## src/eag_consts.vh

```
// Constants for the effective address generator: register map, fields and encodings.
`ifndef EAG_CONSTS_VH
`define EAG_CONSTS_VH

// APB register byte offsets.
`define EAG_OFF_CTRL       8'h00
`define EAG_OFF_STATUS     8'h04
`define EAG_OFF_RESULT     8'h08
`define EAG_OFF_COUNT      8'h0C
`define EAG_OFF_GPR_BASE   8'h20
`define EAG_OFF_GPR_LAST   8'h3C

// Control register fields and reset value.
`define EAG_CTRL_DBIT      0
`define EAG_CTRL_PROT      1
`define EAG_CTRL_RESET     2'h0

// Status register fields.
`define EAG_ST_FAULT       0
`define EAG_ST_ILLEGAL     1
`define EAG_ST_ADDR32      2
`define EAG_ST_OP32        3
`define EAG_ST_BUSY        4

// General register numbers used by the legacy 16-bit model and the 32-bit model.
`define EAG_REG_STACK      3'h4
`define EAG_REG_BX         3'h3
`define EAG_REG_BP         3'h5
`define EAG_REG_SI         3'h6
`define EAG_REG_DI         3'h7

// Displacement size codes.
`define EAG_DISP_NONE      2'h0
`define EAG_DISP_8         2'h1
`define EAG_DISP_16        2'h2
`define EAG_DISP_32        2'h3

// Real-mode offset ceiling and the 16-bit offset mask.
`define EAG_REAL_LIMIT     32'h0000FFFF
`define EAG_MASK16         32'h0000FFFF

`endif

```

## src/effective_address_generator.v

```verilog
// Effective address generator with APB access to its control, status and general registers.
`timescale 1ns/1ps
`include "eag_consts.vh"

module effective_address_generator #(
  parameter NREGS = 8
) (
  input  wire        sys_clk,
  input  wire        nrst,
  input  wire        psel,
  input  wire        penable,
  input  wire        pwrite,
  input  wire [7:0]  paddr,
  input  wire [31:0] pwdata,
  output reg  [31:0] prdata,
  output reg         pready,
  output reg         pslverr,
  input  wire        reqValid,
  input  wire        baseUse,
  input  wire [2:0]  baseSel,
  input  wire        indexUse,
  input  wire [2:0]  indexSel,
  input  wire [1:0]  scaleCode,
  input  wire [1:0]  dispSize,
  input  wire [31:0] dispValue,
  input  wire        opPrefix,
  input  wire        addrPrefix,
  output reg         reqReady,
  output reg         eaValid,
  output reg  [31:0] operandOffset,
  output reg         addrSize32,
  output reg         opSize32,
  output reg         gpFault,
  output reg         formIllegal
);

  // One-hot pipeline states.
  localparam [2:0] S_IDLE   = 3'h1;
  localparam [2:0] S_JOIN   = 3'h2;
  localparam [2:0] S_FINISH = 3'h4;

  reg  [1:0]        rstSync;
  wire              rstN;
  reg  [1:0]        ctrl_reg;
  reg  [31:0]       gpr_reg [0:NREGS-1];
  wire [32*NREGS-1:0] gprFlat;
  reg  [2:0]        state_reg;
  reg  [2:0]        state_next;
  reg  [31:0]       base_reg;
  reg  [31:0]       scaled_reg;
  reg  [31:0]       disp_reg;
  reg  [31:0]       partial_reg;
  reg               addr32_reg;
  reg               op32_reg;
  reg               illegal_reg;
  reg  [31:0]       count_reg;
  reg               lastFault_reg;
  reg               lastIllegal_reg;
  wire              defaultSize32;
  wire              addr32Now;
  wire              op32Now;
  wire [31:0]       baseVal;
  wire [31:0]       indexVal;
  wire              baseBad;
  wire              indexBad;
  reg  [31:0]       scaledVal;
  reg  [31:0]       dispExt;
  reg               dispBad;
  wire [31:0]       sumOut;
  wire              overRange;
  wire              accept;
  wire              apbAccess;
  wire              apbDone;
  wire              gprHit;
  wire [2:0]        gprIdx;
  reg  [31:0]       readMux;
  reg               addrBad;
  integer           i;
  genvar            g;

  // The external reset is asserted at once and released through two flops,
  // so no flop leaves reset on a different edge than its neighbours.
  always @(posedge sys_clk or negedge nrst) begin
    if (!nrst) begin
      rstSync <= 2'h0;
    end else begin
      rstSync <= {rstSync[0], 1'b1};
    end
  end
  assign rstN = rstSync[1];

  // Real mode forces 16-bit defaults; otherwise the code segment bit decides.
  assign defaultSize32 = ctrl_reg[`EAG_CTRL_PROT] & ctrl_reg[`EAG_CTRL_DBIT];
  // Each prefix flips its own size for this instruction only.
  assign addr32Now = defaultSize32 ^ addrPrefix;
  assign op32Now   = defaultSize32 ^ opPrefix;

  // Flatten the register file for the two operand ports.
  generate
    for (g = 0; g < NREGS; g = g + 1) begin : flat
      assign gprFlat[g*32 +: 32] = gpr_reg[g];
    end
  endgenerate

  ea_operand_select #(
    .WIDTH   (32),
    .NREGS   (NREGS),
    .ISINDEX (0)
  ) baseSelect (
    .regFlat (gprFlat),
    .sel     (baseSel),
    .useIt   (baseUse),
    .addr32  (addr32Now),
    .value   (baseVal),
    .illegal (baseBad)
  );

  ea_operand_select #(
    .WIDTH   (32),
    .NREGS   (NREGS),
    .ISINDEX (1)
  ) indexSelect (
    .regFlat (gprFlat),
    .sel     (indexSel),
    .useIt   (indexUse),
    .addr32  (addr32Now),
    .value   (indexVal),
    .illegal (indexBad)
  );

  // Scale by 1, 2, 4 or 8 in 32-bit forms only; the 16-bit model has no scale.
  always @* begin
    scaledVal = indexVal;
    if (addr32Now) begin
      case (scaleCode)
        2'h1:    scaledVal = {indexVal[30:0], 1'b0};
        2'h2:    scaledVal = {indexVal[29:0], 2'h0};
        2'h3:    scaledVal = {indexVal[28:0], 3'h0};
        default: scaledVal = indexVal;
      endcase
    end
  end

  // Sign-extend an 8-bit displacement, zero-extend a 16-bit one; a size the current model lacks is refused.
  always @* begin
    dispExt = 32'h00000000;
    dispBad = 1'b0;
    case (dispSize)
      `EAG_DISP_8: begin
        dispExt = {{24{dispValue[7]}}, dispValue[7:0]};
      end
      `EAG_DISP_16: begin
        dispExt = {16'h0000, dispValue[15:0]};
        dispBad = addr32Now;
      end
      `EAG_DISP_32: begin
        dispExt = dispValue;
        dispBad = !addr32Now;
      end
      default: begin
        dispExt = 32'h00000000;
      end
    endcase
  end

  assign accept = reqValid & reqReady;

  // Final adder shared by every form; the partial holds base plus scaled index.
  ea_sum_stage finalSum (
    .partial   (partial_reg),
    .disp      (disp_reg),
    .addr32    (addr32_reg),
    .realMode  (!ctrl_reg[`EAG_CTRL_PROT]),
    .offset    (sumOut),
    .overRange (overRange)
  );

  // Next state: a base together with an index takes one extra join clock.
  always @* begin
    state_next = state_reg;
    case (state_reg)
      S_IDLE: begin
        if (accept) begin
          state_next = (baseUse && indexUse) ? S_JOIN : S_FINISH;
        end
      end
      S_JOIN: begin
        state_next = S_FINISH;
      end
      S_FINISH: begin
        state_next = S_IDLE;
      end
      default: begin
        state_next = S_IDLE;
      end
    endcase
  end

  // Address pipeline. Single-component forms fold into the partial at once;
  // a base plus index pair is added in the join clock before the displacement.
  always @(posedge sys_clk or negedge rstN) begin
    if (!rstN) begin
      state_reg     <= S_IDLE;
      base_reg      <= 32'h00000000;
      scaled_reg    <= 32'h00000000;
      disp_reg      <= 32'h00000000;
      partial_reg   <= 32'h00000000;
      addr32_reg    <= 1'b0;
      op32_reg      <= 1'b0;
      illegal_reg   <= 1'b0;
      reqReady      <= 1'b0;
      eaValid       <= 1'b0;
      operandOffset <= 32'h00000000;
      addrSize32    <= 1'b0;
      opSize32      <= 1'b0;
      gpFault       <= 1'b0;
      formIllegal   <= 1'b0;
    end else begin
      state_reg <= state_next;
      eaValid   <= 1'b0;
      reqReady  <= (state_next == S_IDLE);
      if (accept) begin
        base_reg    <= baseVal;
        scaled_reg  <= scaledVal;
        disp_reg    <= dispExt;
        // Without both components, one of them is zero and the add is trivial.
        partial_reg <= baseUse && indexUse ? 32'h00000000 : baseVal | scaledVal;
        addr32_reg  <= addr32Now;
        op32_reg    <= op32Now;
        illegal_reg <= baseBad | indexBad | dispBad;
      end
      if (state_reg == S_JOIN) begin
        // The join clock adds base and scaled index; the displacement is added in the finish clock.
        partial_reg <= base_reg + scaled_reg;
      end
      if (state_reg == S_FINISH) begin
        eaValid       <= 1'b1;
        operandOffset <= sumOut;
        addrSize32    <= addr32_reg;
        opSize32      <= op32_reg;
        gpFault       <= overRange;
        formIllegal   <= illegal_reg;
      end
    end
  end

  // APB decode. Registers sit at aligned words; anything else is an error.
  assign apbAccess = psel & penable & !pready;
  // Completion edge: the master still holds address, direction and data here.
  assign apbDone   = psel & penable & pready;
  assign gprHit    = (paddr >= `EAG_OFF_GPR_BASE) && (paddr <= `EAG_OFF_GPR_LAST) && (paddr[1:0] == 2'h0);
  assign gprIdx    = paddr[4:2];

  // Read mux and address check for the access phase.
  always @* begin
    readMux = 32'h00000000;
    addrBad = 1'b0;
    if (gprHit) begin
      readMux = gpr_reg[gprIdx];
    end else begin
      case (paddr)
        `EAG_OFF_CTRL: begin
          readMux = {30'h00000000, ctrl_reg};
        end
        `EAG_OFF_STATUS: begin
          readMux = {27'h0000000, (state_reg != S_IDLE), op32_reg, addr32_reg, lastIllegal_reg, lastFault_reg};
        end
        `EAG_OFF_RESULT: begin
          readMux = operandOffset;
        end
        `EAG_OFF_COUNT: begin
          readMux = count_reg;
        end
        default: begin
          addrBad = 1'b1;
        end
      endcase
    end
  end

  // APB slave: pready rises one clock into the access phase, so every
  // transfer is setup, one wait clock, then completion. The status
  // register is read-only; writes to it and to unmapped words raise pslverr.
  always @(posedge sys_clk or negedge rstN) begin
    if (!rstN) begin
      pready   <= 1'b0;
      pslverr  <= 1'b0;
      prdata   <= 32'h00000000;
      ctrl_reg <= `EAG_CTRL_RESET;
      for (i = 0; i < NREGS; i = i + 1) begin
        gpr_reg[i] <= 32'h00000000;
      end
    end else begin
      pready  <= apbAccess;
      pslverr <= apbAccess & (addrBad | (pwrite & (paddr == `EAG_OFF_STATUS)));
      prdata  <= (apbAccess & !pwrite) ? readMux : 32'h00000000;
      // Writes land only at the completion edge, never during the wait clock.
      if (apbDone & pwrite & !addrBad) begin
        if (gprHit) begin
          gpr_reg[gprIdx] <= pwdata;
        end else if (paddr == `EAG_OFF_CTRL) begin
          ctrl_reg <= pwdata[1:0];
        end
      end
    end
  end

  // Sticky fault and illegal-form flags plus a completion counter.
  // A new completion wins over a software clear in the same clock.
  always @(posedge sys_clk or negedge rstN) begin
    if (!rstN) begin
      lastFault_reg   <= 1'b0;
      lastIllegal_reg <= 1'b0;
      count_reg       <= 32'h00000000;
    end else begin
      if (apbDone & pwrite & (paddr == `EAG_OFF_COUNT)) begin
        count_reg       <= 32'h00000000;
        lastFault_reg   <= 1'b0;
        lastIllegal_reg <= 1'b0;
      end
      if (state_reg == S_FINISH) begin
        count_reg <= count_reg + 32'h00000001;
        if (overRange) begin
          lastFault_reg <= 1'b1;
        end
        if (illegal_reg) begin
          lastIllegal_reg <= 1'b1;
        end
      end
    end
  end

endmodule // effective_address_generator

```

## src/ea_operand_select.v

```verilog
// One operand port: picks a general register and checks it against the addressing model.
`timescale 1ns/1ps
`include "eag_consts.vh"

module ea_operand_select #(
  parameter WIDTH   = 32,
  parameter NREGS   = 8,
  parameter ISINDEX = 0
) (
  input  wire [WIDTH*NREGS-1:0] regFlat,
  input  wire [2:0]             sel,
  input  wire                   useIt,
  input  wire                   addr32,
  output wire [WIDTH-1:0]       value,
  output reg                    illegal
);

  // Unused port reads as zero so the adder needs no extra gating.
  assign value = useIt ? regFlat[sel*WIDTH +: WIDTH] : {WIDTH{1'b0}};

  // The 32-bit model allows any register except the stack pointer as index;
  // the 16-bit model keeps the legacy base and index pairs.
  always @* begin
    illegal = 1'b0;
    if (useIt) begin
      if (addr32) begin
        illegal = (ISINDEX != 0) && (sel == `EAG_REG_STACK);
      end else if (ISINDEX != 0) begin
        illegal = (sel != `EAG_REG_SI) && (sel != `EAG_REG_DI);
      end else begin
        illegal = (sel != `EAG_REG_BX) && (sel != `EAG_REG_BP);
      end
    end
  end

endmodule // ea_operand_select

```

## src/ea_sum_stage.v

```verilog
// Final offset adder: wraps to the address size and flags real-mode over-range.
`timescale 1ns/1ps
`include "eag_consts.vh"

module ea_sum_stage (
  input  wire [31:0] partial,
  input  wire [31:0] disp,
  input  wire        addr32,
  input  wire        realMode,
  output wire [31:0] offset,
  output wire        overRange
);

  wire [31:0] rawSum;

  // Carry out of bit 31 is dropped on purpose.
  assign rawSum    = partial + disp;
  assign offset    = addr32 ? rawSum : (rawSum & `EAG_MASK16);
  // Only a 32-bit form can pass the ceiling; 16-bit forms wrap first.
  assign overRange = realMode && addr32 && (rawSum > `EAG_REAL_LIMIT);

endmodule // ea_sum_stage

```

## config.mk

```make
export PLATFORM = sky130hd
export DESIGN_NAME = effective_address_generator
export DESIGN_NICKNAME = d
export VERILOG_FILES = /design/src/effective_address_generator.v /design/src/ea_operand_select.v /design/src/ea_sum_stage.v
export VERILOG_INCLUDE_DIRS = /design/src
export SDC_FILE = /design/constraint.sdc
export NUM_CORES = 1
export LEC_CHECK = 0
export BUFFER_PORTS_ARGS = -buffer_cell sky130_fd_sc_hd__buf_2
export CAP_MARGIN = 15
export CELL_PAD_IN_SITES_DETAIL_PLACEMENT = 1
export CELL_PAD_IN_SITES_GLOBAL_PLACEMENT = 2
export CORE_AREA = 2 2 303 245
export CTS_CLUSTER_DIAMETER = 120
export CTS_CLUSTER_SIZE = 12
export DETAILED_ROUTE_END_ITERATION = 7
export DIE_AREA = 0 0 305 247
export PLACE_DENSITY = 0.83
export SYNTH_ARGS = -nofsm -noshare
export SYNTH_HDL_FRONTEND = slang
export SYNTH_HIERARCHICAL = 1
export SYNTH_SLANG_ARGS = --single-unit
```

## constraint.sdc

```tcl
create_clock -name sys_clk -period 18.9 [get_ports sys_clk]
set_clock_uncertainty 0.15 [all_clocks]
set_input_delay 3.78 -clock sys_clk [delete_from_list [all_inputs] [get_ports sys_clk]]
set_output_delay 3.78 -clock sys_clk [all_outputs]
set_load 0.01 [all_outputs]
```

==> impl_metrics.json, run 1 <==
{
  "seq_area_frac_synth": 0.416,
  "cts_made_buffers": 47,
  "grt_pass1_wl_mm": 158,
  "crit_path_start_kind": "primary input",
  "yosys_warnings": 6,
  "setup_viol": 0,
  "p_per_area_nw_per_um2": 94.6,
  "rows": 89,
  "power_frac_comb": 0.281,
  "min_period_ps": 6800,
  "grt_max_degree": 100,
  "largest_register_ffs": 256,
  "drv_cap": 0,
  "ant_nets": 0,
  "multi_input_area_um2": 16300,
  "wirelength_mm": 104,
  "drive_above_1_share": 0.253,
  "track_usage": 0.276,
  "pin_count": 164,
  "drtPass1Iterations": 7,
  "start_util": 0.414,
  "dieArea_um2": 75300,
  "syn_area_per_cell_um2": 11.0,
  "fin_nets": 2940,
  "drc_errors": 0,
  "ys_ff_latch": 500,
  "coreArea_um2": 72700,
  "drt-initial-drc-count": 1995,
  "p_sw_frac": 0.365,
  "path_class": "primary input to flop",
  "ys_types": 89,
  "ys_async_sr_fraction": 1.00,
  "via_per_inst": 6.30,
  "synth_ff_type": "dfrtp_1",
  "cts_root_buf": "clkbuf_16",
  "cp-end-kind": "flop",
  "vias": 23600,
  "die_height_um": 247,
  "hold_buffers": 0,
  "clock-sinks": 500,
  "maxSlewHeadroom": 0.220,
  "cts_setup_buffers": 0,
  "clock.fmax_mhz": 147,
  "setup_tns_ps": 0,
  "status": "completed",
  "grt_pass1_vias": 24600,
  "die_w_um": 305,
  "synth_nets": 2887,
  "p_int_mw": 1.97,
  "path_max_fanout": 35,
  "clk_pin_slew_ps": 70,
  "hold_viol_final": 0,
  "power_frac_clock": 0.290,
  "synth_edf_count": 0,
  "seqCellArea_um2": 12500,
  "syn_area_um2": 30100,
  "finalCoreUtilization": 0.451,
  "synthCells": 2730,
  "final_max_slew_viol_count": 0,
  "htree_num_levels": 2,
  "hpwl_mm": 71.6,
  "power_frac_seq": 0.429,
  "io_buffers": 163,
  "ctsResizeCount": 0,
  "cp.arrival_ps": 7140,
  "rsz0062_at_grt": "false",
  "clk-insertion-delay-late_ps": 630,
  "wl_per_cell_um": 27.8,
  "net-switching-power_mw": 1.13,
  "worstMarginPinSlew_ps": 1170,
  "hp-class": "flop to asynchronous set/reset pin",
  "finalWeightedCongestion": 0.889,
  "clock_path_buffers": 3,
  "power.leakage_nw": 15.5,
  "areaGrowthSynthToFinish_pct": 9.11,
  "required_ps": 19240,
  "ir_worst_vdd_uv": 65.2,
  "grt_overflow": 0,
  "cts_tree": "done",
  "timing.final.crit_share": 0.360,
  "antenna_found_initial": 6,
  "fillers": 7764
}
[critical path: stages]
cell and delay (ps):
buf_2 690, nor2b_2 660, buf_4 460, a22oi_1 130, o211a_1 270, mux2i_1 170
a211oi_1 90, a21oi_1 350, nor2b_1 210, o221ai_1 140, o21a_1 150
[metrics by stage]
step	cells	hold WS, ps	area (um2)	setup WS, ps	total power, mW
floorplan	2730	181	30100	3780	1.88
global placement	3685	114	31400	11560	2.18
detailed placement	3686	124	31400	11570	2.21
CTS	3746	133	32800	12190	3.12
global route	3749	148	32800	11940	3.26
finish	3752	112	32800	12100	3.11
[per-layer routing]
metal / part of all wire / GRT usage / up-vias
met5: 0.00013 / 0 / -
met4: 0.042 / 0.108 / 2
met3: 0.067 / 0.0467 / 197
met2: 0.45 / 0.436 / 863
met1: 0.44 / 0.380 / 12300
li1: - / - / 10300
[synthesized netlist by cell type (30+ instances only)]
library cell / n / area [um2]
a211oi_1: 66 / 495
a21oi_1: 179 / 896
a221oi_1: 30 / 263
a22oi_1: 36 / 270
buf_2: 59 / 295
clkbuf_1: 93 / 349
dfrtp_1: 499 / 12500
ha_1: 63 / 788
inv_1: 63 / 236
mux2_2: 286 / 3220
mux2i_1: 168 / 1680
mux4_2: 111 / 2500
nand2_1: 308 / 1160
nor2_1: 114 / 428
o211a_1: 32 / 320
o21ai_0: 131 / 656
xnor2_1: 31 / 272
xor2_1: 32 / 280
[cells by family (layout without fill, tap and decap cells)]
group | Yosys count | count (layout) | share of synthesized area
other | 1 | 4 | 0.000125
XOR/XNOR | 63 | 63 | 0.0183
AND/OR/NAND/NOR | 566 | 566 | 0.0838
buffers and inverters | 266 | 330 | 0.0431
flip-flops | 500 | 500 | 0.416
adder cells (fa/ha/maj) | 65 | 65 | 0.0275
multiplexers | 595 | 595 | 0.260
AO/OA/AOI/OAI | 674 | 674 | 0.151
[power by group through the flow]
stage | clock network [mW] | registers (mW) | logic (mW)
2_1_floorplan | 0 | 1.30 | 0.582
5_1_grt | 0.959 | 1.34 | 0.958
6_report | 0.900 | 1.33 | 0.873
3_5_place_dp | 0 | 1.35 | 0.862
4_1_cts | 0.919 | 1.33 | 0.868
3_3_place_gp | 0 | 1.34 | 0.836
[area by class of cell]
class	instances	area share
diodes	3	0.000229
clock inverters	3	0.00244
flip-flops and latches	500	0.381
multi-input cells	1964	0.498
well taps	955	0.0364
inverters	64	0.00732
repair buffers	206	0.0369
clock buffers	57	0.0376
[cells in the final DEF (no fill, tap or decap), types with 31 or more instances in the layout]
master,count
xor2_1,32
a21oi_1,179
mux2_2,286
a22oi_1,36
buf_4,42
nor2_1,109
o21ai_0,131
inv_1,63
mux4_2,111
xnor2_1,31
o211a_1,32
clkbuf_16,48
ha_1,63
dfrtp_1,498
nand2_1,307
mux2i_1,168
buf_2,160
a211oi_1,66
[worst paths after layout]
| check | slack (ps) | from | end | cells past startpoint |
|---|---|---|---|---|
| setup / recovery | 12100 | indexSel[2] | partial_reg[5] | 11 |
| hold reg to reg | 110 | rstSync[1] | base_reg[9] | 0 |
| min in group sys_clk | 210 | rstSync[0] | rstSync[1] | 0 |
| setup reg to reg | 14780 | partial_reg[0] | lastFault_reg | 14 |
| max in group asynchronous | 15470 | rstSync[1] | operandOffset[21] | 3 |
| hold / removal | 110 | rstSync[1] | base_reg[9] | 0 |
No activity file was read; power rests on OpenSTA's default activity.
==> run 2: changes to the inputs <==
Settings changed: ABC_AREA set to 1, CORE_AREA 2 2 303 245 to 2 2 348 281, DIE_AREA 0 0 305 247 to 0 0 350 283, PLACE_DENSITY 0.83 to 0.84.
Clock period 18.9 ns to 7.1 ns, I/O delays scaled along.
==> run 2 against run 1 <==
Effect of this change:
- largest power group is now combinational logic
- synthesized cell count up 88%
- via count increased by 46%
- critical path depth increased by 5
- design area increased by 11%
- critical endpoint is now partial_reg[13]
- sequential power rose to 2.8 times the previous value
- sequential cell count did not move
- final cell count is 73% higher
- wire length is 41% higher
- combinational power rose to 4.6 times the previous value
- largest cell class unchanged
- die area is 31% higher
==> impl_metrics.json, run 2 <==
{
  "status": "completed",
  "areaGrowthSynthToFinish_pct": 9.64,
  "cp-end-kind": "flop",
  "stdcell_area_um2": 36300,
  "layout_common_cells": "nand2_1, inv_1, nor2_1",
  "clock.fmax_mhz": 229,
  "path_class": "primary input to flop",
  "dieArea_um2": 99100,
  "crit_top_cell": "nand2_1",
  "syn_area_um2": 33100,
  "drive_above_1_share": 0.0671,
  "max_stage_delay_ps": 620,
  "seq_area_frac_synth": 0.378,
  "synth_nets": 5296,
  "grt_pass1_vias": 33800,
  "setup_tns_ps": 0,
  "yosys_warnings": 6,
  "drt-initial-drc-count": 2955,
  "synth.area.top_cells": "dfrtp_1, nand2_1, inv_1",
  "rsz0062_at_grt": "false",
  "yosys.area.top_type": "dfrtp_1",
  "start_util": 0.346,
  "setup_viol": 0,
  "ff2ff_setup_slack_ps": 3950,
  "hold_buffers": 0,
  "timing.final.crit_share": 0.614,
  "worst_hold_slack_ps": 189,
  "ys_ff_latch": 500,
  "ant_nets": 0,
  "ys_types": 58,
  "cts_root_buf": "clkbuf_16",
  "finalWeightedCongestion": 0.899,
  "cp.arrival_ps": 4770,
  "synthCells": 5139,
  "postLayoutSetupSlackWorst_ps": 2740,
  "p_per_area_nw_per_um2": 280,
  "die_height_um": 283,
  "dpl_cell_area_um2": 35000,
  "cp_cell_sequence": "buf_4 > inv_2 > buf_4 > nand2_1 > nand3_1 > nand3_1 > nand2_1 > nor2_1 > inv_1 > o22ai_1 > nor2_1 > nand2_1 > o21ai_0 > nand2_1 > a21oi_1 > a21oi_1",
  "hpwl_mm": 103,
  "clock-sinks": 500,
  "dp.cells": 6407,
  "cts_made_buffers": 47,
  "fillers": 12600,
  "seqCellArea_um2": 12500,
  "worstMarginPinSlew_ps": 1200,
  "drtPass1Iterations": 5,
  "power.leakage_nw": 18.3,
  "grt_overflow": 0,
  "htree_num_levels": 2,
  "synth_edf_count": 0,
  "min_period_ps": 4360,
  "pin_count": 164,
  "grt_pass1_wl_mm": 222,
  "antenna_found_initial": 10,
  "p_sw_frac": 0.446,
  "coreArea_um2": 95800,
  "synth_ff_type": "dfrtp_1",
  "multi_input_area_um2": 16700,
  "syn_area_per_cell_um2": 6.45,
  "power_frac_comb": 0.395,
  "io_buffers": 163,
  "final_common_cell": "nand2_1",
  "required_ps": 7520,
  "wl_per_cell_um": 22.8,
  "p_int_mw": 5.65,
  "die_w_um": 350,
  "maxSlewHeadroom": 0.193,
  "path_delay_family": "buffers and inverters",
  "power_frac_seq": 0.360,
  "ys_async_sr_fraction": 1.00,
  "wirelength_mm": 147,
  "hold_viol_final": 0,
  "critPathBufInv": 4,
  "crit_slowest_cell": "inv_2",
  "drc_errors": 0,
  "crit_path_start_kind": "primary input",
  "synth_common_cells": "nand2_1, inv_1, nor2_1",
  "fin_nets": 5316,
  "grt_max_degree": 144,
  "hp-class": "flop to asynchronous set/reset pin",
  "via_per_inst": 5.33,
  "cts_setup_buffers": 0,
  "largest_register_ffs": 256,
  "path_max_fanout": 51,
  "finalNonFillerCells": 6474,
  "net-switching-power_mw": 4.54,
  "yosysMostFrequentCell": "nand2_1",
  "place_ws_ps": 2160,
  "final_max_slew_viol_count": 0,
  "drv_cap": 0,
  "cts_tree": "done",
  "clk-insertion-delay-late_ps": 650,
  "rows": 102,
  "vias": 34500,
  "ctsResizeCount": 0,
  "ir_worst_vdd_uv": 173,
  "clk_pin_slew_ps": 80,
  "power_frac_clock": 0.245,
  "synth_top_area_frac": 0.377,
  "track_usage": 0.295,
  "clock_path_buffers": 3
}
## run 2: layer usage
layer,track usage,wire length (um),up-vias,part of all wire
met3,0.0406,9070,156,0.062
met2,0.454,64400,980,0.44
met1,0.435,70500,17100,0.48
met5,0,54,-,0.00037
li1,-,-,16300,-
met4,0.0684,3260,10,0.022
## run 2: power by group through the flow
stage | clock [mW] | sequential (mW) | combinational (mW)
2_1_floorplan | 0 | 3.57 | 2.50
3_3_place_gp | 0 | 3.72 | 3.84
3_5_place_dp | 0 | 3.73 | 3.92
4_1_cts | 2.55 | 3.68 | 3.94
5_1_grt | 2.64 | 3.70 | 4.46
6_report | 2.50 | 3.67 | 4.02
## run 2: logic make-up after synthesis
logic type,after synthesis,share of synthesized area
buffers and inverters,999,0.119
DFF,500,0.378
muxes,2,0.000604
adders and majority gates,65,0.0250
xor gates and xnor gates,22,0.00581
other,1,0.000113
and+or+nand+nor,2704,0.333
AOI/OAI and AO/OA,846,0.139
## run 2: worst paths after layout
kind / endpoint / startpoint / cells after the start
max in group asynchronous: gprFlat[172] / rstSync[1] / 1
setup reg to reg: gpFault / partial_reg[0] / 18
setup / recovery: partial_reg[13] / indexSel[0] / 16
hold reg to reg: partial_reg[31] / rstSync[1] / 0
min in group sys_clk: rstSync[1] / rstSync[0] / 0
hold / removal: partial_reg[31] / rstSync[1] / 0
## run 2: cell type report
cell class | count | share of cell area
Multi-Input combinational cell | 3640 | 0.461
Antenna cell | 1 | 0.0000689
Clock inverter | 3 | 0.00152
Clock buffer | 60 | 0.0343
Sequential cell | 500 | 0.345
Timing Repair Buffer | 229 | 0.0374
Inverter | 741 | 0.0768
Tap cell | 1300 | 0.0448
## run 2: per-stage QoR
stage / utilization / total power, mW
2_1_floorplan: - / 6.07
3_3_place_gp: 0.365 / 7.57
3_5_place_dp: 0.365 / 7.65
4_1_cts: 0.379 / 10.2
5_1_grt: 0.379 / 10.8
6_report: 0.379 / 10.2
## run 2: worst register-to-register path, delay by kind of cell, from the launching register on
kind | cells | cell delay (ps)
flops | 1 | 440
simple gates | 16 | 1720
fa+ha+maj | 2 | 750
